$ cat src/smao_pkg.sv
// constants shared by both ends of the automatic off-line and attribute page link
`default_nettype none
package smao_pkg;
	localparam logic [7:0] SUB_AUTO_OFFL = 8'hdb;
	localparam logic [7:0] SUB_READ_VALS = 8'hd0;
	localparam logic [7:0] CNT_AUTO_OFF = 8'h00;
	localparam logic [7:0] CNT_AUTO_ON = 8'hf8;
	localparam int ADDR_W = 9;
	localparam int NUM_ENT = 30;
	localparam logic [8:0] ENT_BYTES = 9'h00c;
	localparam logic [15:0] REV_WORD = 16'h0010;
	localparam logic [8:0] OFF_REV = 9'h000;
	localparam logic [8:0] OFF_ENT0 = 9'h002;
	localparam logic [8:0] OFF_ENT_LAST = 9'h15e;
	localparam logic [8:0] OFF_OFFL_STAT = 9'h16a;
	localparam logic [8:0] OFF_ST_STAT = 9'h16b;
	localparam logic [8:0] OFF_SECS = 9'h16c;
	localparam logic [8:0] OFF_CAP_OFFL = 9'h16f;
	localparam logic [8:0] OFF_CAP_SMART = 9'h170;
	localparam logic [8:0] OFF_CAP_ERR = 9'h172;
	localparam logic [8:0] OFF_CHKPT = 9'h173;
	localparam logic [8:0] OFF_SHORT = 9'h174;
	localparam logic [8:0] OFF_EXT = 9'h175;
	localparam logic [8:0] OFF_EXT_WORD = 9'h177;
	localparam logic [8:0] OFF_CKSUM = 9'h1ff;
	localparam logic [3:0] E_ID = 4'h0;
	localparam logic [3:0] E_FLAGS = 4'h1;
	localparam logic [3:0] E_VAL = 4'h3;
	localparam logic [7:0] CAP_OFFL = 8'h1b;
	localparam logic [15:0] CAP_SMART = 16'h0003;
	localparam logic [7:0] CAP_ERR = 8'h01;
	localparam logic [7:0] EXT_ESC = 8'hff;
	localparam logic [7:0] VAL_MIN = 8'h01;
	localparam logic [7:0] VAL_MAX = 8'hfd;
	localparam logic [7:0] VAL_RST = 8'h64;
	localparam int OFFL_AUTO_BIT = 7;
	localparam logic [7:0] FLAG_PREFAIL = 8'h01;
	localparam logic [7:0] FLAG_ONLINE = 8'h02;
	// active ids in slot order, zero marks an unused slot
	localparam logic [7:0] ATTR_ID [NUM_ENT] = '{
		8'h01, 8'h02, 8'h03, 8'h04, 8'h05, 8'h07, 8'h08, 8'h09, 8'h0a, 8'h0c,
		8'hc0, 8'hc1, 8'hc2, 8'hc4, 8'hc5, 8'hc6, 8'hc7, 8'h00, 8'h00, 8'h00,
		8'h00, 8'h00, 8'h00, 8'h00, 8'h00, 8'h00, 8'h00, 8'h00, 8'h00, 8'h00};
	// low flag byte per slot; the high flag byte is always zero
	localparam logic [7:0] ATTR_FLAGS [NUM_ENT] = '{
		8'h03, 8'h03, 8'h03, 8'h02, 8'h03, 8'h03, 8'h03, 8'h02, 8'h03, 8'h02,
		8'h02, 8'h02, 8'h02, 8'h02, 8'h02, 8'h02, 8'h02, 8'h00, 8'h00, 8'h00,
		8'h00, 8'h00, 8'h00, 8'h00, 8'h00, 8'h00, 8'h00, 8'h00, 8'h00, 8'h00};
endpackage : smao_pkg
`default_nettype wire

$ cat src/smao_if.sv
// command and page-stream link between the host controller and the device
`default_nettype none
interface smao_if;
	logic cmd_req; // one-cycle command strobe
	logic [7:0] cmd_sub; // subcommand code
	logic [7:0] cmd_cnt; // sector count loaded with the command strobe
	logic cmd_done; // one-cycle completion pulse
	logic cmd_abort; // error flag, valid with cmd_done
	logic rd_vld; // page byte valid
	logic [7:0] rd_byte; // page byte
	logic rd_last; // last page byte
	modport host (output cmd_req, cmd_sub, cmd_cnt,
		input cmd_done, cmd_abort, rd_vld, rd_byte, rd_last);
	modport dev (input cmd_req, cmd_sub, cmd_cnt,
		output cmd_done, cmd_abort, rd_vld, rd_byte, rd_last);
endinterface : smao_if
`default_nettype wire

$ cat src/smao_dev.sv
// device end: auto off-line enable control and attribute page streaming
//
// The implementer's own choices: the plain strobed port and the placing of the registers.
`default_nettype none
module smao_dev (
	input wire logic clk_i, // 40 mhz clock
	input wire logic rst_n_i, // synchronous reset, active low
	smao_if.dev lnk, // link to the host controller
	input wire logic val_we_i, // write a normalized value
	input wire logic [4:0] val_idx_i, // slot of that value
	input wire logic [7:0] val_i, // raw normalized value, clamped on write
	input wire logic [6:0] offl_code_i, // off-line status code, bits 6:0
	input wire logic [7:0] st_stat_i, // self-test execution status
	input wire logic [15:0] secs_i, // seconds to finish off-line collection
	input wire logic [7:0] chkpt_i, // self-test failure checkpoint
	input wire logic [7:0] short_min_i, // short self-test minutes
	input wire logic [15:0] ext_min_i, // extended self-test minutes
	input wire logic pwr_evt_i, // power-on, power-off or recovery pulse
	input wire logic collect_done_i, // collection pass finished pulse
	output logic auto_en_o, // auto collection enabled
	output logic collect_run_o, // start or resume collection
	output logic save_req_o // save attributes to non-volatile memory
);
	typedef enum logic [1:0] {
		ST_IDLE = 2'b01,
		ST_SEND = 2'b10
	} smao_dst_t;

	smao_dst_t st_q, st_d;
	logic auto_q, auto_d;
	logic run_q, run_d;
	logic save_q, save_d;
	logic done_q, done_d;
	logic abort_q, abort_d;
	logic vld_q, vld_d;
	logic last_q, last_d;
	logic [7:0] byte_q, byte_d;
	logic [7:0] sum_q, sum_d;
	logic [8:0] addr_q, addr_d;
	logic [7:0] val_q [smao_pkg::NUM_ENT];
	logic [7:0] val_clamp;
	logic [7:0] pb;
	logic [8:0] rel;
	logic [4:0] ent;
	logic [3:0] pos;

	// values outside 01h..fdh are pulled to the nearest limit
	always_comb
	begin
		val_clamp = val_i;
		if (val_i < smao_pkg::VAL_MIN)
			val_clamp = smao_pkg::VAL_MIN;
		else if (val_i > smao_pkg::VAL_MAX)
			val_clamp = smao_pkg::VAL_MAX;
	end

	// value table; slots past the active list still store but never show
	always_ff @(posedge clk_i)
	begin
		if (!rst_n_i)
		begin
			for (int i = 0; i < smao_pkg::NUM_ENT; i++)
				val_q[i] <= smao_pkg::VAL_RST;
		end
		else if (val_we_i && (val_idx_i < 5'(smao_pkg::NUM_ENT)))
			val_q[val_idx_i] <= val_clamp;
	end

	// byte at the current page address, low byte first for every word
	always_comb
	begin
		rel = addr_q - smao_pkg::OFF_ENT0;
		ent = 5'(rel / smao_pkg::ENT_BYTES);
		pos = 4'(rel % smao_pkg::ENT_BYTES);
		pb = 8'h00;
		if (addr_q == smao_pkg::OFF_REV)
			pb = smao_pkg::REV_WORD[7:0];
		else if (addr_q == smao_pkg::OFF_REV + 9'h001)
			pb = smao_pkg::REV_WORD[15:8];
		else if (addr_q < smao_pkg::OFF_ENT_LAST + smao_pkg::ENT_BYTES)
		begin
			if (smao_pkg::ATTR_ID[ent] != 8'h00)
			begin
				if (pos == smao_pkg::E_ID)
					pb = smao_pkg::ATTR_ID[ent];
				else if (pos == smao_pkg::E_FLAGS)
					pb = smao_pkg::ATTR_FLAGS[ent];
				else if (pos == smao_pkg::E_VAL)
					pb = val_q[ent];
			end
		end
		else
		begin
			unique case (addr_q)
				smao_pkg::OFF_OFFL_STAT: pb = {auto_q, offl_code_i};
				smao_pkg::OFF_ST_STAT: pb = st_stat_i;
				smao_pkg::OFF_SECS: pb = secs_i[7:0];
				smao_pkg::OFF_SECS + 9'h001: pb = secs_i[15:8];
				smao_pkg::OFF_CAP_OFFL: pb = smao_pkg::CAP_OFFL;
				smao_pkg::OFF_CAP_SMART: pb = smao_pkg::CAP_SMART[7:0];
				smao_pkg::OFF_CAP_SMART + 9'h001: pb = smao_pkg::CAP_SMART[15:8];
				smao_pkg::OFF_CAP_ERR: pb = smao_pkg::CAP_ERR;
				smao_pkg::OFF_CHKPT: pb = chkpt_i;
				smao_pkg::OFF_SHORT: pb = short_min_i;
				// escape value tells the host to read the word instead
				smao_pkg::OFF_EXT: pb = (ext_min_i >= 16'(smao_pkg::EXT_ESC)) ?
					smao_pkg::EXT_ESC : ext_min_i[7:0];
				smao_pkg::OFF_EXT_WORD: pb = ext_min_i[7:0];
				smao_pkg::OFF_EXT_WORD + 9'h001: pb = ext_min_i[15:8];
				// reserved and vendor areas up to the checksum read zero
				default: pb = 8'h00;
			endcase
		end
	end

	// command decode and page streaming
	always_comb
	begin
		st_d = st_q;
		auto_d = auto_q;
		done_d = 1'b0;
		abort_d = 1'b0;
		vld_d = 1'b0;
		last_d = 1'b0;
		byte_d = byte_q;
		sum_d = sum_q;
		addr_d = addr_q;
		unique case (st_q)
			ST_IDLE:
			begin
				if (lnk.cmd_req)
				begin
					done_d = 1'b1;
					if (lnk.cmd_sub == smao_pkg::SUB_AUTO_OFFL)
					begin
						if (lnk.cmd_cnt == smao_pkg::CNT_AUTO_OFF)
							auto_d = 1'b0;
						else if (lnk.cmd_cnt == smao_pkg::CNT_AUTO_ON)
							auto_d = 1'b1;
						else
							abort_d = 1'b1; // setting kept
					end
					else if (lnk.cmd_sub == smao_pkg::SUB_READ_VALS)
					begin
						// completion is reported with the last byte instead
						done_d = 1'b0;
						addr_d = 9'h000;
						sum_d = 8'h00;
						st_d = ST_SEND;
					end
					else
						abort_d = 1'b1;
				end
			end
			ST_SEND:
			begin
				vld_d = 1'b1;
				addr_d = addr_q + 9'h001;
				if (addr_q == smao_pkg::OFF_CKSUM)
				begin
					byte_d = 8'h00 - sum_q;
					last_d = 1'b1;
					done_d = 1'b1;
					st_d = ST_IDLE;
				end
				else
				begin
					byte_d = pb;
					sum_d = sum_q + pb;
				end
			end
		endcase
	end

	// collection runs while enabled; saves follow a pass while enabled, or a power event
	always_comb
	begin
		run_d = auto_q;
		save_d = (auto_q && collect_done_i) || pwr_evt_i;
	end

	// register every next value
	always_ff @(posedge clk_i)
	begin
		if (!rst_n_i)
		begin
			st_q <= ST_IDLE;
			auto_q <= 1'b0;
			run_q <= 1'b0;
			save_q <= 1'b0;
			done_q <= 1'b0;
			abort_q <= 1'b0;
			vld_q <= 1'b0;
			last_q <= 1'b0;
			byte_q <= 8'h00;
			sum_q <= 8'h00;
			addr_q <= 9'h000;
		end
		else
		begin
			st_q <= st_d;
			auto_q <= auto_d;
			run_q <= run_d;
			save_q <= save_d;
			done_q <= done_d;
			abort_q <= abort_d;
			vld_q <= vld_d;
			last_q <= last_d;
			byte_q <= byte_d;
			sum_q <= sum_d;
			addr_q <= addr_d;
		end
	end

	assign lnk.cmd_done = done_q;
	assign lnk.cmd_abort = abort_q;
	assign lnk.rd_vld = vld_q;
	assign lnk.rd_byte = byte_q;
	assign lnk.rd_last = last_q;
	assign auto_en_o = auto_q;
	assign collect_run_o = run_q;
	assign save_req_o = save_q;
endmodule : smao_dev
`default_nettype wire

$ cat src/flat_wrapper.sv
// flat-port wrapper written by rule: the top's interface ports become plain ports
module smao_dev_flat 
  (clk_i, rst_n_i, val_we_i, val_idx_i, val_i, offl_code_i, st_stat_i, secs_i, chkpt_i, short_min_i, ext_min_i, pwr_evt_i, collect_done_i, auto_en_o, collect_run_o, save_req_o, lnk_cmd_req, lnk_cmd_sub, lnk_cmd_cnt, lnk_cmd_done, lnk_cmd_abort, lnk_rd_vld, lnk_rd_byte, lnk_rd_last);
  smao_if lnk_i ();
  input wire logic clk_i;
  input wire logic rst_n_i;
  input wire logic val_we_i;
  input wire logic [4:0] val_idx_i;
  input wire logic [7:0] val_i;
  input wire logic [6:0] offl_code_i;
  input wire logic [7:0] st_stat_i;
  input wire logic [15:0] secs_i;
  input wire logic [7:0] chkpt_i;
  input wire logic [7:0] short_min_i;
  input wire logic [15:0] ext_min_i;
  input wire logic pwr_evt_i;
  input wire logic collect_done_i;
  output logic auto_en_o;
  output logic collect_run_o;
  output logic save_req_o;
  input wire logic [$bits(lnk_i.cmd_req)-1:0] lnk_cmd_req;
  input wire logic [$bits(lnk_i.cmd_sub)-1:0] lnk_cmd_sub;
  input wire logic [$bits(lnk_i.cmd_cnt)-1:0] lnk_cmd_cnt;
  output wire logic [$bits(lnk_i.cmd_done)-1:0] lnk_cmd_done;
  output wire logic [$bits(lnk_i.cmd_abort)-1:0] lnk_cmd_abort;
  output wire logic [$bits(lnk_i.rd_vld)-1:0] lnk_rd_vld;
  output wire logic [$bits(lnk_i.rd_byte)-1:0] lnk_rd_byte;
  output wire logic [$bits(lnk_i.rd_last)-1:0] lnk_rd_last;
  assign lnk_i.cmd_req = lnk_cmd_req;
  assign lnk_i.cmd_sub = lnk_cmd_sub;
  assign lnk_i.cmd_cnt = lnk_cmd_cnt;
  assign lnk_cmd_done = lnk_i.cmd_done;
  assign lnk_cmd_abort = lnk_i.cmd_abort;
  assign lnk_rd_vld = lnk_i.rd_vld;
  assign lnk_rd_byte = lnk_i.rd_byte;
  assign lnk_rd_last = lnk_i.rd_last;
  smao_dev u_core (.clk_i(clk_i), .rst_n_i(rst_n_i), .lnk(lnk_i), .val_we_i(val_we_i), .val_idx_i(val_idx_i), .val_i(val_i), .offl_code_i(offl_code_i), .st_stat_i(st_stat_i), .secs_i(secs_i), .chkpt_i(chkpt_i), .short_min_i(short_min_i), .ext_min_i(ext_min_i), .pwr_evt_i(pwr_evt_i), .collect_done_i(collect_done_i), .auto_en_o(auto_en_o), .collect_run_o(collect_run_o), .save_req_o(save_req_o));
endmodule
$ cat config.mk
export PLATFORM = sky130hd
export DESIGN_NAME = smao_dev_flat
export DESIGN_NICKNAME = d
export VERILOG_FILES = /design/src/smao_pkg.sv /design/src/smao_if.sv /design/src/smao_dev.sv /design/src/flat_wrapper.sv
export SDC_FILE = /design/constraint.sdc
export NUM_CORES = 1
export LEC_CHECK = 0
export BUFFER_PORTS_ARGS = -buffer_cell sky130_fd_sc_hd__buf_4
export CORE_MARGIN = 4
export CORE_UTILIZATION = 55
export DETAILED_ROUTE_END_ITERATION = 7
export GPL_ROUTABILITY_DRIVEN = 0
export PLACE_DENSITY = 0.82
export SYNTH_ARGS = -nofsm -noshare
export SYNTH_HDL_FRONTEND = slang
export SYNTH_SLANG_ARGS = --single-unit
$ cat constraint.sdc
create_clock -name clk_i -period 7.3 [get_ports clk_i]
set_clock_uncertainty 0.15 [all_clocks]
set_input_delay 0.73 -clock clk_i [delete_from_list [all_inputs] [get_ports clk_i]]
set_output_delay 0.73 -clock clk_i [all_outputs]
set_load 0.1 [all_outputs]
Word-level counts from Yosys, hierarchy flattened
Memory sizes are Yosys's and may differ from the RTL's.
Index checks and enable logic that the tools add are counted.
Widths: inputs -> output; s select.
{"block": "op_classes", "n_addsub": 4, "n_div": 2, "order_cmp": 6, "n_eq_ne": 26, "mux": 48, "n_bitwise": 1, "reduce_logical": 15}
{"operator": "$mux 8", "count": 20}
{"operator": "$eq 9x9->1 const B", "count": 13}
{"operator": "$pmux 8 s12", "count": 1}
{"operator": "$mux 9", "count": 3}
{"operator": "$eq 8x8->1 const B", "count": 3}
{"operator": "$pmux 9 s2", "count": 1}
{"operator": "$ge 16x8->1 const B", "count": 1}
{"operator": "$pmux 8 s2", "count": 1}
{"operator": "$mux 1", "count": 15}
{"operator": "$reduce_and 4->1", "count": 3}
{"operator": "$add 9x1->9 const B", "count": 1}
{"operator": "$div 9x4->9 const B", "count": 1}
{"operator": "$eq 9x1->1 const B", "count": 1}
{"operator": "$logic_not 9->1", "count": 1}
{"operator": "$lt 9x9->1 const B", "count": 1}
{"operator": "$mod 9x4->9 const B", "count": 1}
{"operator": "$sub 9x2->9 const B", "count": 1}
{"operator": "$add 8x8->8", "count": 1}
{"operator": "$gt 8x8->1 const B", "count": 1}
{"operator": "$logic_not 8->1", "count": 1}
{"operator": "$lt 8x1->1 const B", "count": 1}
{"operator": "$mux 2", "count": 4}
{"operator": "$reduce_bool 8->1", "count": 1}
{"operator": "$reduce_or 8->1", "count": 1}
{"operator": "other kinds (19)", "count": 24}
{"block": "word_totals", "regBits": 34, "ramBits": 240, "rom_bits": 512, "out_inout_bits": 15, "word_cells": 116, "mem_count": 3}
{"memory": "(no name shown)", "depth": 32, "word_bits": 8, "rd": 1, "rd_clocked_by_memory_dff": 0, "write_ports": 0, "line_no": "smao_dev.sv:82", "source": "if (smao_pkg::ATTR_ID[ent] != 8'h00)"}
{"memory": "(no name shown)", "depth": 32, "word_bits": 8, "rd": 1, "rd_clocked_by_memory_dff": 0, "write_ports": 0, "line_no": "smao_dev.sv:87", "source": "pb = smao_pkg::ATTR_FLAGS[ent];"}
{"memory": "u_core.val_q", "depth": 30, "word_bits": 8, "rd": 1, "rd_clocked_by_memory_dff": 0, "write_ports": 30, "line_no": "smao_dev.sv:40", "source": "logic [7:0] val_q [smao_pkg::NUM_ENT];"}

Longest topological paths before layout
Gate-level depths: netlist of run 1.
{"block": "logic_depth", "word_depth": 15, "depth_mapped": 35, "ltp_nobuf": 30}

Least setup slack after synthesis of run 1
Ideal clock, no wire load.
{"block": "synth_path", "path_kind": "register to register", "startpoint": "register u_core.addr_q[2]", "endpoint": "register u_core.sum_q[7]", "setup_ps": 120, "arrival_ps": 6877, "required_ps": 7030, "setup_slack_ps": 153, "stages_incl_launch_ff": 35, "period_less_slack_ps": 7147, "path_cell_list": "dfxtp_1 clkbuf_1 inv_1 ha_1 or3b_1 clkbuf_1 o31ai_2 o211ai_1 o31ai_2 or2_1 buf_6 mux2i_1 o21a_2 nor2_1 buf_2 inv_1 clkbuf_1 ha_1 or4_1 nor3_1 o21a_1 o21ai_0 o21ai_1 a2111oi_1 o211ai_1 a31oi_1 ha_1 a21o_1 a21o_1 a21oi_1 o21bai_1 a21oi_1 nor3_1 o211a_1 o31a_1"}
{"block": "synth_between", "elab_chain_cells": 15, "word_cells_on_any_way": 44, "cone_classes": "add/sub (2); div (2); order compare (1); eq/ne (17); mux (14); bitwise (1); reduce/logical (4); memory (3)"}
{"item": "start, declared", "line_no": "smao_dev.sv:39", "source": "logic [8:0] addr_q, addr_d;"}
{"item": "start signal, assigned", "line_no": "smao_dev.sv:211", "source": "addr_q <= addr_d;"}
{"item": "$sub 9x2->9", "line_no": "smao_dev.sv:72", "source": "rel = addr_q - smao_pkg::OFF_ENT0;"}
{"item": "$div 9x4->9", "line_no": "smao_dev.sv:73", "source": "ent = 5'(rel / smao_pkg::ENT_BYTES);"}
{"item": "$not 5->6 (not written as such)", "line_no": "smao_dev.sv:82, smao_dev.sv:85, smao_dev.sv:87"}
{"item": "$mem_v2 32x8"}
{"item": "$mux 8 (not written as such) (2 in series)", "line_no": "smao_dev.sv:87"}
{"item": "$mux 8", "line_no": "smao_dev.sv:86", "source": "else if (pos == smao_pkg::E_FLAGS)"}
{"item": "$mux 8", "line_no": "smao_dev.sv:84", "source": "if (pos == smao_pkg::E_ID)"}
{"item": "$mux 8", "line_no": "smao_dev.sv:82"}
{"item": "$mux 8", "line_no": "smao_dev.sv:80", "source": "else if (addr_q < smao_pkg::OFF_ENT_LAST + smao_pkg::ENT_BYTES)"}
{"item": "$mux 8", "line_no": "smao_dev.sv:78", "source": "else if (addr_q == smao_pkg::OFF_REV + 9'h001)"}
{"item": "$mux 8", "line_no": "smao_dev.sv:76", "source": "if (addr_q == smao_pkg::OFF_REV)"}
{"item": "$add 8x8->8", "line_no": "smao_dev.sv:169", "source": "sum_d = sum_q + pb;"}
{"item": "$mux 8", "line_no": "smao_dev.sv:159", "source": "if (addr_q == smao_pkg::OFF_CKSUM)"}
{"item": "$pmux 8 s2", "line_no": "smao_dev.sv:128", "source": "unique case (st_q)"}
{"item": "end signal, assigned", "line_no": "smao_dev.sv:210", "source": "sum_q <= sum_d;"}
{"item": "end, declared", "line_no": "smao_dev.sv:38", "source": "logic [7:0] sum_q, sum_d;"}
Several ways; a longest one is shown, not always the timed one. The select of a mux whose other input is x is not followed.
A chain may end at the register's enable or synchronous reset.

Final worst setup path of run 1
{"block": "layout_path", "startpoint": "register u_core.addr_q[1]", "endpoint": "register u_core.sum_q[7]"}
Same word-level chain as after synthesis.

==> results of run 1 <==
## final cells by class
type | count | area, µm²
clock buffer | 36 | 773.2
inverter | 17 | 63.81
multi-input combinational | 1153 | 7009
fill | 2097 | 9913
tap | 378 | 473.0
clock inverter | 17 | 122.6
timing repair buffer | 178 | 1374
sequential | 282 | 8129
## through the flow
stage | setup TNS [ns] | utilization | area, µm²
after floorplan | 0 | - | 15610
after global placement | 0 | 0.6076 | 16930
after detailed placement | 0 | 0.6076 | 16930
after CTS | 0 | 0.6398 | 17820
after global routing | -0.1143 | 0.6442 | 17940
final | 0 | 0.6442 | 17940
## timing repair
action                                  in CTS  in global routing
gates resized for setup                      0                 22
endpoints found under the setup margin       0                  4
hold buffers                                 0                  0
buffers inserted                             0                  3
hold endpoints to repair                     0                  0
## cell families after synthesis
family | Yosys count
AOI/OAI and AO/OA | 385
xor gates and xnor gates | 16
adders and majority gates | 24
buffers and inverters | 153
DFF | 282
muxes | 16
other | 1
and+or+nand+nor | 698
## critical path: cells and delay by family, from the launching register on
family	cells	cell delay, ns
AND/OR/NAND/NOR	7	1.83
flip-flops	1	0.36
adder cells (fa/ha/maj)	3	0.66
buffers and inverters	3	0.40
AO/OA/AOI/OAI	17	3.31
multiplexers	1	0.10
## synth_stat cells (9+ instances only)
library cell | instances | area, µm²
sky130_fd_sc_hd__edfxtp_1 | 248 | 7447
sky130_fd_sc_hd__nand2_1 | 182 | 683.2
sky130_fd_sc_hd__nor2_1 | 152 | 570.6
sky130_fd_sc_hd__clkbuf_1 | 114 | 427.9
sky130_fd_sc_hd__and3_1 | 93 | 581.8
sky130_fd_sc_hd__o21ai_0 | 71 | 355.3
sky130_fd_sc_hd__or2_2 | 53 | 331.6
sky130_fd_sc_hd__nor3_1 | 49 | 245.2
sky130_fd_sc_hd__a21oi_1 | 46 | 230.2
sky130_fd_sc_hd__or3_1 | 43 | 269.0
sky130_fd_sc_hd__a31oi_1 | 41 | 256.5
sky130_fd_sc_hd__o221ai_1 | 38 | 332.8
sky130_fd_sc_hd__nand3_1 | 35 | 175.2
sky130_fd_sc_hd__dfxtp_1 | 34 | 680.7
sky130_fd_sc_hd__o22ai_1 | 26 | 162.7
sky130_fd_sc_hd__a22oi_1 | 24 | 180.2
sky130_fd_sc_hd__ha_1 | 23 | 287.8
sky130_fd_sc_hd__and2_1 | 16 | 100.1
sky130_fd_sc_hd__inv_1 | 15 | 56.30
sky130_fd_sc_hd__nand2b_1 | 15 | 93.84
sky130_fd_sc_hd__nand4_1 | 15 | 93.84
sky130_fd_sc_hd__a211oi_1 | 13 | 97.59
sky130_fd_sc_hd__xnor2_1 | 13 | 113.9
sky130_fd_sc_hd__buf_1 | 11 | 41.29
sky130_fd_sc_hd__mux2i_1 | 11 | 110.1
sky130_fd_sc_hd__or4_1 | 11 | 82.58
sky130_fd_sc_hd__buf_2 | 10 | 50.05
sky130_fd_sc_hd__nor4_1 | 10 | 62.56
sky130_fd_sc_hd__o211ai_1 | 9 | 67.56
## state kept, by name, indices dropped and copies added (netlist names)
signal                count
u_core.lnk.rd_byte        8
u_core.lnk.rd_vld         1
u_core.val_q            248
u_core.lnk.cmd_done       1
u_core.sum_q              8
u_core.auto_en_o          1
u_core.lnk.cmd_abort      1
u_core.st_q               2
u_core.lnk.rd_last        1
u_core.collect_run_o      1
u_core.save_req_o         1
u_core.addr_q             9
## power by group through the flow
stage               clock network, W  registers, W  logic [W]
finish                       0.00141       0.00186   0.000204
global route                 0.00149       0.00186   0.000216
CTS                          0.00142       0.00186   0.000199
detailed placement                 0       0.00189   0.000198
global placement                   0       0.00189   0.000194
floorplan                          0       0.00189  0.0000931
## routing by layer
layer | vias up | global-route usage | wire length [µm]
li1 | 6145 | - | -
met1 | 6607 | 0.4130 | 18100
met2 | 1188 | 0.4908 | 22510
met3 | 232 | 0.07580 | 6844
met4 | 0 | 0.1400 | 2813
met5 | - | 0 | 0
## cell usage in the layout (no fill, tap or decap), drive strengths merged, types with 15 or more instances in the layout
| cell type | n |
|---|---|
| nand2b | 15 |
| nand2 | 182 |
| a21oi | 46 |
| o21ai | 78 |
| a22oi | 24 |
| edfxtp | 248 |
| clkbuf | 36 |
| and3 | 93 |
| clkinv | 15 |
| o221ai | 38 |
| or2 | 55 |
| or3 | 44 |
| o22ai | 26 |
| a211oi | 15 |
| and2 | 16 |
| nand3 | 35 |
| a31oi | 41 |
| inv | 17 |
| buf | 178 |
| ha | 23 |
| nor3 | 50 |
| nand4 | 15 |
| dfxtp | 34 |
| nor2 | 152 |
## worst max-delay path by stage
| stage | from | endpoint | slack, ns | depth (start not counted) |
|---|---|---|---|---|
| floorplan | u_core.addr_q[2]$_SDFFE_PN0P_ | u_core.sum_q[7]$_SDFFE_PN0P_ | 0.15 | 34 |
| global placement | u_core.addr_q[1]$_SDFFE_PN0P_ | u_core.sum_q[7]$_SDFFE_PN0P_ | 0.45 | 28 |
| detailed placement | u_core.addr_q[1]$_SDFFE_PN0P_ | u_core.sum_q[7]$_SDFFE_PN0P_ | 0.15 | 28 |
| CTS | u_core.addr_q[1]$_SDFFE_PN0P_ | u_core.sum_q[7]$_SDFFE_PN0P_ | 0.08 | 28 |
| global route | u_core.addr_q[2]$_SDFFE_PN0P_ | u_core.sum_q[7]$_SDFFE_PN0P_ | -0.11 | 30 |
| finish | u_core.addr_q[1]$_SDFFE_PN0P_ | u_core.sum_q[7]$_SDFFE_PN0P_ | 0.36 | 31 |
==> results, run 1 <==
- The site row count is ~60.
- The worst slack at placement is 0.1471 ns.
- In this run the remaining antenna-violating nets after routing total 0.
- The worst hold slack across all endpoints is around 0.24 ns.
- STA classifies the critical path endpoint as a flip-flop.
- After synthesis, the largest family of logic cells by area is simple AND/OR/NAND/NOR gates.
- The part of the Yosys area used for sequential elements is 0.5223.
- Using the TritonRoute via totals, the vias-per-cell ratio works out to a little under 7.
- CTS placed an instance of sky130_fd_sc_hd__clkbuf_16 at the clock tree root.
- The post-layout total power is between 0.003 and 0.004 W.
- The largest individual stage delay along the critical path comes from the cell sky130_fd_sc_hd__or4_1.
- The final layout net count is around 1.8k.
- The number of CTS-inserted buffers is 30.
- The wire length after detailed routing is roughly 50000 µm.
- The capturing point of the worst reg2reg path is u_core.sum_q[7]$_SDFFE_PN0P_.
- Global routing finished with a remaining overflow of 0.
- The initial standard-cell utilization of the core is 0.5586.
- The post-route DRC violation count is 5.
- The worst reg2reg path depth is 31.
- The number of warnings printed during yosys synthesis is 0.
- The worst setup path is of the flip-flop to flip-flop kind.
- The path category of the worst min-delay check is input pin to flip-flop.
- The setup-violating endpoint count in the final report is 0.
- Summing every instance area after synthesis gives around 0.016 mm².
- The worst hold path cell count is 3.
- The final reports fail on design-rule violations.
- In this run the number of H-tree levels came out at 1.
- In this run, synthesis inferred 248 flip-flops with an integrated enable.
- The highest ir drop seen on vdd is about 190 µV.
- For this run, the slowest stage of the critical path takes roughly 0.53 ns.
- The share of total power consumed by net switching is 0.2285.
- The via total after detailed routing is 14.17k.
- The register-to-register setup slack is between 0.3 and 0.4 ns.
- The number of iterations in the first detailed-routing pass is 8.
- The fraction of synthesized area in multiplexers is 0.01142.
- The clock network power share is 0.407.
- The number of max-slew violations in the final report is 0.
- In this run, synthesis produced a sequential element count of 282.
- The post-synthesis share of cell area spent on and, or, nand and nor gates is 0.2238.
- Measured against its own limit, the worst slew margin works out to 0.1592.
- Counting distinct cell types in the post-synthesis netlist gives a little under 90.
- The placeable core region is ~0.028 mm².
- The startpoint of the lowest-slack register-to-register path is u_core.addr_q[1]$_SDFFE_PN0P_.
- For the pin with the worst max-slew slack, the measured transition is ~1.3 ns.
- Data on the critical path arrives at its endpoint at 7.23 ns.
- The clock latency on the worst-skew pair is approximately 0.58 ns.
- The share of total power dissipated in combinational logic is 0.059.
- The mean instance size in the synthesized netlist is ~10 µm².
- The number of antenna diodes is 0.
- The net switching power of the design is 0.0007946 W.
- The area enclosed by the die boundary is 0.03105 mm².
- The total placed cells including tap cells is between 2k and 2.5k.
- The number of clock sinks is between 200 and 300.
- Max-cap violations in this run came to 0.
- The maximum buffer depth of the clock tree is 3.
- The fmax is around 0.14 GHz.
- The power per cell area is between 150 and 200 mW/mm².
- In this run, the number of DRC markers left after iteration 0 of detailed routing was 2281.
- The pin count of the biggest net entering global routing is 50.
- The count of cells in the finished layout, fillers not included, comes to around 2.1k.
- The worst hold path begins at pwr_evt_i.
- The share of the synthesized netlist area taken by xor and xnor gates is 0.009005.
- The final-report hold violation count is 0.
- The global-route wire length before repair is about 77000 µm.
- Clock-pin slew was measured on the worst setup and hold paths at roughly 0.06 ns.
- The startpoint class of the critical path is a flip-flop.
- The TritonCTS clock tree is yes.
- The cell-internal power is about 0.0027 W.
- The total track usage is 0.3118.
- The compound-gate portion of the synthesized area was 0.1753.
- The minimum period implied by the final worst setup slack is between 6 and 7 ns.
- The number of cells produced by synthesis is around 1.6k.
- The ratio of final minimum period to clock period is 0.9506.
- The initial antenna violation count is 1.
- The die is 176.2 µm tall.
- The number of global-route vias before repair came to roughly 13k.
- The data required time at the worst endpoint is 7.59 ns.
- The share of total power dissipated in sequential elements is 0.535.
- The most used flip-flop cell after synthesis is sky130_fd_sc_hd__edfxtp_1.
- In this run the static leakage power is 6.740 nW.
- The flow ran to the end, but the final reports show violations.
- During I/O placement, the number of pins put on the boundary was approximately 110.
- Detailed placement finished with a half-perimeter wire length of 33530 µm.
- The area added between synthesis and finish is 15.32%.
- Of the total synthesized cell area, the portion taken by full adders, half adders and majority gates is 0.01978.
- Dividing the detail-routed wire length by the instance count gives between 20 and 25 µm.
- The floorplan step set the die width to 176.2 µm.
- The share of flip-flops with an asynchronous set or reset after synthesis is 0.
- The total of buffers placed on input and output ports is approximately 110.
- The ratio of cells with drive above 1 in the final layout is 0.1884.
- The final worst-path setup slack is 0.3603 ns.
- The maximum fanout along the worst path is 11.
- The sink of the worst hold path is u_core.save_req_o$_SDFF_PN0_.
Note: power is estimated with default switching activity, not from simulation.
==> run 2, diff against run 1 <==
Settings changed: ABC_AREA set to 1, CORE_MARGIN 4 to 2.
==> results, run 2 <==
- The total placed cells including tap cells is 2095 (was 2005).
- The netlist area before placement came to 0.01508 mm² (was 0.01556 mm²).
- The number of max-slew violations in the final report was 0 (unchanged).
- The largest stage delay on the critical path is 0.38 ns (was 0.53 ns).
- The share of total power consumed by net switching came to 0.2253 (was 0.2285).
- Setup repair after global routing left no endpoint under its margin.
- The mean instance size in the synthesized netlist is 8.904 µm² (was 9.880 µm²).
- The global-route wire length before repair is 66430 µm (was 76960 µm).
- The total congestion overflow is 0 (unchanged).
- The proportion of netlist area held by the largest area contributor was 0.5097 (was 0.4786).
- The register-to-register setup slack came to 0.73 ns (was 0.36 ns).
- The setup TNS is 0 ns (unchanged).
- The share of flip-flops with an asynchronous set or reset after synthesis is 0 (unchanged).
- The clock-pin transition on the worst setup and hold timing paths came to 0.06 ns (about the same).
- The total leakage power was 6.891 nW (was 6.740 nW).
- The worst reg2reg path depth was 46 (was 31).
- The placeable core region is 0.02695 mm² (was 0.02786 mm²).
- The final layout net count is 1914 (was 1784).
- The clock network power share was 0.421 (was 0.407).
- The post-route cell area is 0.01724 mm² (was 0.01794 mm²).
- The cell-internal power is 0.002878 W (was 0.002683 W).
- The per-cell routed wire length was 20.16 µm (was 24.39 µm).
- The relative contribution of sequential cells to total power is 0.517 (was 0.535).
- The most frequent standard cell in the layout excluding fill and tap cells was sky130_fd_sc_hd__nor2_1 (was sky130_fd_sc_hd__edfxtp_1).
- The number of antenna diodes is 0 (unchanged).
- The via total after detailed routing is 13.03k (was 14.17k).
- The number of global-route vias before repair is 12.49k (was 13.50k).
- The part of the Yosys area used for sequential elements is 0.5548 (was 0.5223).
- The data required time at the worst endpoint is 7.62 ns (was 7.59 ns).
- The number of flip-flops in the largest register is 256 (was 248).
- The CTS H-tree depth is 1 (unchanged).
- The count of routing violations after the opening detailed-route iteration is 1560 (was 2281).
- The kind of end point of the critical path is a flip-flop (unchanged).
- The worst setup path startpoint was u_core.addr_q[1]$_SDFFE_PN0P_ (unchanged).
- The TritonCTS clock tree is yes (unchanged).
- The pin count of the biggest net entering global routing was 65 (was 50).
- The flip-flop and latch count after synthesis is 290 (was 282).
- The path category of the worst min-delay check is input pin to flip-flop (unchanged).
- The total track usage was 0.2969 (was 0.3118).
- Run status: complete, no violations (was complete, but fails checks).
- The setup-violating endpoint count in the final report is 0 (unchanged).
- The cell family contributing the most delay on the critical path is simple AND/OR/NAND/NOR gates (was compound AO/OA/AOI/OAI gates).
- The reported max-cap violation count is 0 (unchanged).
- The wire length after detailed routing is 43440 µm (was 50260 µm).
- Leading registers by flop count: u_core.val_q (256), u_core.addr_q (9) (was u_core.val_q (248), u_core.addr_q (9)).
- The number of warnings printed during yosys synthesis is 0 (unchanged).
- The worst slew margin relative to its limit is 0.1348 (was 0.1592).
- The endpoint of the worst setup timing path is u_core.sum_q[7]$_SDFFE_PN0P_ (unchanged).
- The highest ir drop seen on vdd is 204.2 µV (was 190.5 µV).
- The ratio of cells with drive above 1 in the final layout is 0.1450 (was 0.1884).
- The critical path class was flip-flop to flip-flop (unchanged).
- The number of top-level design ports came to 113 (unchanged).
- The fraction of power consumed by combinational cells is 0.062 (was 0.059).
- The area enclosed by the die boundary is 0.02876 mm² (was 0.03105 mm²).
- The startpoint of the lowest-slack register-to-register path is u_core.addr_q[1]$_SDFFE_PN0P_ (unchanged).
- The largest register by flop count is u_core.val_q (unchanged).
- Cell types with the highest counts after synthesis: sky130_fd_sc_hd__nor2_1, sky130_fd_sc_hd__nand2_1, sky130_fd_sc_hd__edfxtp_1, sky130_fd_sc_hd__inv_1, sky130_fd_sc_hd__nand3_1 (was sky130_fd_sc_hd__edfxtp_1, sky130_fd_sc_hd__nand2_1, sky130_fd_sc_hd__nor2_1, sky130_fd_sc_hd__clkbuf_1, sky130_fd_sc_hd__and3_1).
- The worst hold path cell count is 1 (was 3).
- The critical-path cell with the highest stage delay is sky130_fd_sc_hd__dfxtp_1 (was sky130_fd_sc_hd__or4_1).
- The height of the chip is 169.6 µm (was 176.2 µm).
- The number of CTS-inserted buffers is 30 (unchanged).
- The number of iterations in the first detailed-routing pass is 6 (was 8).
- The number of synthesized flops with an enable pin was 256 (was 248).
- The startpoint class of the critical path was a flip-flop (unchanged).
- The power per cell area came to 215.5 mW/mm² (was 193.8 mW/mm²).
- The net switching power of the design is 0.0008371 W (was 0.0007946 W).
- The number of cells produced by synthesis is 1694 (was 1575).
- The instance area at placement came to 0.01617 mm² (was 0.01693 mm²).
- The cell at the root of the clock tree was sky130_fd_sc_hd__clkbuf_16 (unchanged).
- The cell with the most instances after synthesis is sky130_fd_sc_hd__nor2_1 (was sky130_fd_sc_hd__edfxtp_1).
- The capturing point of the worst reg2reg path was u_core.sum_q[7]$_SDFFE_PN0P_ (unchanged).
- The total of buffers placed on input and output ports is 112 (unchanged).
- The post-route non-filler standard cell count is 2155 (was 2061).
- The number of buffers and inverters on the critical path was 9 (was 3).
- The number of cells on the critical path is 46 (was 31).
- The horizontal die dimension is 169.6 µm (was 176.2 µm).
- The most used flip-flop cell after synthesis is sky130_fd_sc_hd__edfxtp_1 (unchanged).
- The number of library cell types mapped by synthesis was 53 (was 89).
- Most frequent cells in the layout: sky130_fd_sc_hd__nor2_1, sky130_fd_sc_hd__nand2_1, sky130_fd_sc_hd__edfxtp_1 (was sky130_fd_sc_hd__edfxtp_1, sky130_fd_sc_hd__nand2_1, sky130_fd_sc_hd__buf_4).
- The number of clock sinks is 290 (was 282).
- The fmax is 0.1522 GHz (was 0.1441 GHz).
- The ratio of final minimum period to clock period was 0.9003 (was 0.9506).
- The post-detailed-route count of antenna-violating nets is 0 (unchanged).
- The initial antenna violation count is 1 (unchanged).
- The final-report hold violation count is 0 (unchanged).
- The slew of the pin with the lowest slew margin came to 1.296 ns (was 1.257 ns).
- The clock latency on the worst-skew pair is 0.57 ns (was 0.58 ns).
- The maximum buffer depth of the clock tree is 3 (unchanged).
- The worst path arrival time came to 6.90 ns (was 7.23 ns).
- The routed via count divided by cell count is 6.045 (was 6.876).
- The total half-perimeter wirelength after legalization and detailed placement was 28780 µm (was 33530 µm).
- The most area-hungry cell type in the Yosys netlist is sky130_fd_sc_hd__edfxtp_1 (unchanged).
- Largest cells by area after synthesis: sky130_fd_sc_hd__edfxtp_1, sky130_fd_sc_hd__nor2_1, sky130_fd_sc_hd__nand2_1 (was sky130_fd_sc_hd__edfxtp_1, sky130_fd_sc_hd__nand2_1, sky130_fd_sc_hd__dfxtp_1).
- The site row count is 60 (was 61).
- The area added between synthesis and finish is 14.27% (was 15.32%).
- The minimum period implied by the final worst setup slack is 6.572 ns (was 6.940 ns).
- The initial standard-cell utilization of the core is 0.5597 (was 0.5586).
- The post-route DRC violation count came to 0 (was 5).
- The maximum fanout along the worst path was 24 (was 11).
## run 2: changes by cell type in the layout (fill, tap and decap cells not counted), moves of 27 or more
cell                       delta
sky130_fd_sc_hd__o22ai_1     +38
sky130_fd_sc_hd__or3_1       -42
sky130_fd_sc_hd__buf_4       -44
sky130_fd_sc_hd__and3_1      -91
sky130_fd_sc_hd__a31oi_1     -36
sky130_fd_sc_hd__nand2_1    +133
sky130_fd_sc_hd__inv_1      +159
sky130_fd_sc_hd__nor2_1     +184
sky130_fd_sc_hd__nand3_1     +54
sky130_fd_sc_hd__nor3_1      -27
sky130_fd_sc_hd__o221ai_1    -38
## run 2: power groups by stage
stage	registers (W)	clock network [W]	logic, W
5_1_grt	0.00193	0.00163	0.000246
2_1_floorplan	0.00194	0	0.000116
3_5_place_dp	0.00195	0	0.000222
4_1_cts	0.00192	0.00156	0.000224
6_report	0.00192	0.00156	0.000230
3_3_place_gp	0.00195	0	0.000218
## run 2: how the worst min path moves through the flow
stage | slack [ns] | end | startpoint
global route | 0.22 | u_core.val_q[30][2]$_DFFE_PP_ | val_i[2]
CTS | 0.20 | u_core.val_q[30][2]$_DFFE_PP_ | val_i[2]
finish | 0.22 | u_core.val_q[31][2]$_DFFE_PP_ | val_i[2]
detailed placement | 0.31 | u_core.sum_q[7]$_SDFFE_PN0P_ | u_core.sum_q[7]$_SDFFE_PN0P_
floorplan | 0.30 | u_core.sum_q[7]$_SDFFE_PN0P_ | u_core.sum_q[7]$_SDFFE_PN0P_
global placement | 0.30 | u_core.sum_q[7]$_SDFFE_PN0P_ | u_core.sum_q[7]$_SDFFE_PN0P_
## run 2: worst register-to-register path, delay by kind of cell (launching register included)
kind                       cells  cell delay (ns)
AOI/OAI and AO/OA             10             1.57
buffers and inverters          9             0.83
DFF                            1             0.38
adders and majority gates      3             0.75
xor gates and xnor gates       1             0.19
and+or+nand+nor               23             2.64
## run 2: per-layer routing
metal | GRT usage | vias up | share of wire
li1 | - | 5914 | -
met2 | 0.5049 | 887 | 0.47
met5 | 0 | - | 0.00030
met4 | 0.1226 | 2 | 0.041
met3 | 0.05597 | 154 | 0.11
met1 | 0.3748 | 6071 | 0.37
## run 2: cell type report
type,count,area [µm²]
clock buffer,36,794.5
clock inverter,18,200.2
fill,2188,9716
inverter,182,683.2
multi-input combinational,1154,5718
sequential,290,8369
tap,341,426.7
timing repair buffer,134,1044
## run 2: kinds of logic (layout without fill, tap and decap cells)
logic type | count (synthesis) | in the layout | synth area share
xor+xnor | 5 | 5 | 0.002903
other cells | 1 | 16 | 0.0002486
simple gates | 868 | 869 | 0.2486
compound gates | 240 | 240 | 0.1005
fa+ha+maj | 24 | 24 | 0.02041
buf+inv | 266 | 370 | 0.07250
flops | 290 | 290 | 0.5548
## run 2: repair_timing
item,4_1_cts,5_1_grt
resized for setup,0,5
hold buffers,0,0
buffers inserted,0,5
setup endpoints to repair,0,1
## run 2: stage by stage
step	total power, W	hold slack, ns	worst slack (ns)	utilization
final	0.003715	0.2182	0.7280	0.6395
after floorplan	0.002061	0.2953	1.703	-
after CTS	0.003707	0.2009	0.5870	0.6369
after global routing	0.003805	0.2163	0.05001	0.6395
after global placement	0.002167	0.3050	1.027	0.6000
after detailed placement	0.002175	0.3138	0.6088	0.6000
==> run 3, diff against run 2 <==
Settings changed: RECOVER_POWER set to 50.
==> results, run 3 (synthesized netlist as in run 2, its figures left out) <==
- The placeable core region is 0.02695 mm² (unchanged).
- The ratio of cells with drive above 1 in the final layout came to 0.1323 (was 0.1450).
- The total congestion overflow came to 0 (unchanged).
- The register-to-register setup slack is 0.73 ns (about the same).
- The startpoint of the lowest-slack register-to-register path is u_core.addr_q[1]$_SDFFE_PN0P_ (unchanged).
- The final core utilization is 0.6363 (was 0.6395).
- The path category of the worst min-delay check is input pin to flip-flop (unchanged).
- The cts-stage hold buffer count is 0 (unchanged).
- The startpoint class of the critical path is a flip-flop (unchanged).
- The number of iterations in the first detailed-routing pass was 5 (was 6).
- The most frequent standard cell in the layout excluding fill and tap cells is sky130_fd_sc_hd__nor2_1 (unchanged).
- The reported max-cap violation count came to 1 (was 0).
- The number of antenna diodes was 0 (unchanged).
- The post-route DRC violation count was 0 (unchanged).
- The global-route wire length before repair came to 66430 µm (unchanged).
- The worst hold path cell count was 3 (was 1).
- The worst slew margin relative to its limit came to -0.7427 (was 0.1348).
- The final layout net count came to 1914 (unchanged).
- The total track usage came to 0.2969 (unchanged).
- The worst path arrival time came to 6.89 ns (was 6.90 ns).
- The number of top-level design ports is 113 (unchanged).
- The checks that failed: max-capacitance violations, max-slew violations.
- The worst hold slack across all endpoints is 0.2572 ns (was 0.2182 ns).
- The number of global-route vias before repair is 12.49k (unchanged).
- The sink of the worst hold path is u_core.save_req_o$_SDFF_PN0_ (was u_core.val_q[31][2]$_DFFE_PP_).
- The minimum period implied by the final worst setup slack is 6.569 ns (was 6.572 ns).
- The area enclosed by the die boundary is 0.02876 mm² (unchanged).
- The critical path class is flip-flop to flip-flop (unchanged).
- The number of flip-flops in the largest register was 256 (unchanged).
- The post-route non-filler standard cell count is 2155 (unchanged).
- The count of filler cells inserted in the layout was 2221 (was 2188).
- The largest register by flop count is u_core.val_q (unchanged).
- The initial standard-cell utilization of the core is 0.5597 (unchanged).
- The wire length after detailed routing is 43370 µm (was 43440 µm).
- The area added between synthesis and finish is 13.70% (was 14.27%).
- The slew of the pin with the lowest slew margin is 2.614 ns (was 1.296 ns).
- The site row count is 60 (unchanged).
- The number of max-slew violations in the final report is 36 (was 0).
- The kind of end point of the critical path is a flip-flop (unchanged).
- The maximum fanout along the worst path is 24 (unchanged).
- The fmax came to 0.1522 GHz (about the same).
- The capturing point of the worst reg2reg path is u_core.sum_q[7]$_SDFFE_PN0P_ (unchanged).
- The number of CTS-inserted buffers is 30 (unchanged).
- The cell at the root of the clock tree was sky130_fd_sc_hd__clkbuf_16 (unchanged).
- The largest stage delay on the critical path is 0.38 ns (about the same).
- The power per cell area was 216.5 mW/mm² (was 215.5 mW/mm²).
- The setup TNS is 0 ns (unchanged).
- The pin count of the biggest net entering global routing is 65 (unchanged).
- The post-layout total power is 0.003712 W (was 0.003715 W).
- The CTS H-tree depth is 1 (unchanged).
- The post-detailed-route count of antenna-violating nets is 0 (unchanged).
- The worst reg2reg path depth is 46 (unchanged).
- The horizontal die dimension came to 169.6 µm (unchanged).
- The final-report hold violation count was 0 (unchanged).
- The number of clock sinks is 290 (unchanged).
- Leading registers by flop count: u_core.val_q (256), u_core.addr_q (9) (unchanged).
- The TritonCTS clock tree is yes (unchanged).
- The critical-path cell with the highest stage delay is sky130_fd_sc_hd__dfxtp_1 (unchanged).
- The height of the chip is 169.6 µm (unchanged).
- Setup repair after global routing missed its margin: false (unchanged).
- The total leakage power was 6.798 nW (was 6.891 nW).
- The total half-perimeter wirelength after legalization and detailed placement is 28780 µm (unchanged).
- The total of buffers placed on input and output ports is 112 (unchanged).
- The initial antenna violation count is 1 (unchanged).
- The routed via count divided by cell count is 6.048 (was 6.045).
- The ratio of final minimum period to clock period is 0.8998 (was 0.9003).
- Run status: complete, but fails checks (was complete, no violations).
- The hold path startpoint is pwr_evt_i (was val_i[2]).
- The data required time at the worst endpoint came to 7.62 ns (about the same).
- The highest ir drop seen on vdd is 203.7 µV (was 204.2 µV).
- The maximum buffer depth of the clock tree is 3 (unchanged).
- The count of routing violations after the opening detailed-route iteration was 1740 (was 1560).
- The clock-pin transition on the worst setup and hold timing paths is 0.06 ns (about the same).
- The total placed cells including tap cells is 2095 (unchanged).
- The per-cell routed wire length is 20.12 µm (was 20.16 µm).
- The setup-violating endpoint count in the final report came to 0 (unchanged).
- The via total after detailed routing is 13.03k (about the same).
- Most frequent cells in the layout: sky130_fd_sc_hd__nor2_1, sky130_fd_sc_hd__nand2_1, sky130_fd_sc_hd__edfxtp_1 (unchanged).
- The clock latency on the worst-skew pair came to 0.57 ns (about the same).
[run 3: how the worst max path moves through the flow]
| stage | start | endpoint | slack [ns] |
|---|---|---|---|
| after floorplan | u_core.addr_q[1]$_SDFFE_PN0P_ | u_core.sum_q[7]$_SDFFE_PN0P_ | 1.70 |
| after global routing | u_core.addr_q[1]$_SDFFE_PN0P_ | u_core.sum_q[7]$_SDFFE_PN0P_ | 0.05 |
| after detailed placement | u_core.addr_q[1]$_SDFFE_PN0P_ | u_core.sum_q[7]$_SDFFE_PN0P_ | 0.61 |
| final | u_core.addr_q[1]$_SDFFE_PN0P_ | u_core.sum_q[7]$_SDFFE_PN0P_ | 0.73 |
| after CTS | u_core.addr_q[1]$_SDFFE_PN0P_ | u_core.sum_q[7]$_SDFFE_PN0P_ | 0.59 |
| after global placement | u_core.addr_q[1]$_SDFFE_PN0P_ | u_core.sum_q[7]$_SDFFE_PN0P_ | 1.03 |
[run 3: metrics by stage]
step,setup slack [ns],area [µm²]
after CTS,0.5870,17170
after floorplan,1.703,15140
after global routing,0.04989,17150
final,0.7311,17150
after global placement,1.027,16170
after detailed placement,0.6088,16170
[run 3: final cells by class]
type	instances	area (µm²)	share of cell area
multi-input combinational	1154	5718	0.3334
tap	341	426.7	0.02488
clock buffer	36	794.5	0.04633
clock inverter	18	200.2	0.01167
timing repair buffer	134	957.2	0.05582
sequential	290	8369	0.4880
inverter	182	683.2	0.03984
[run 3: worst max-delay path: cells and delay by family, from the launching register on]
family	cells	cell delay (ns)
simple gates	23	2.62
compound gates	10	1.56
buf+inv	9	0.82
fa+ha+maj	3	0.75
flops	1	0.38
xor+xnor	1	0.19
[run 3: power breakdown]
group / total (W) / internal [W] / leakage (nW) / switching (W)
combinational: 0.000227 / 0.0000718 / 3.55 / 0.000155
sequential: 0.00192 / 0.00189 / 2.76 / 0.0000323
clock: 0.00156 / 0.000916 / 0.482 / 0.000649
[run 3: per-layer routing]
layer	share of wire	track usage
met1	0.37	0.3748
met2	0.47	0.5049
met5	0.00037	0
met4	0.045	0.1226
met3	0.11	0.05597
[run 3: repair_timing]
| item | in CTS | in global routing |
|---|---|---|
| setup endpoints to repair | 0 | 1 |
| buffers inserted | 0 | 5 |
| resized for setup | 0 | 5 |
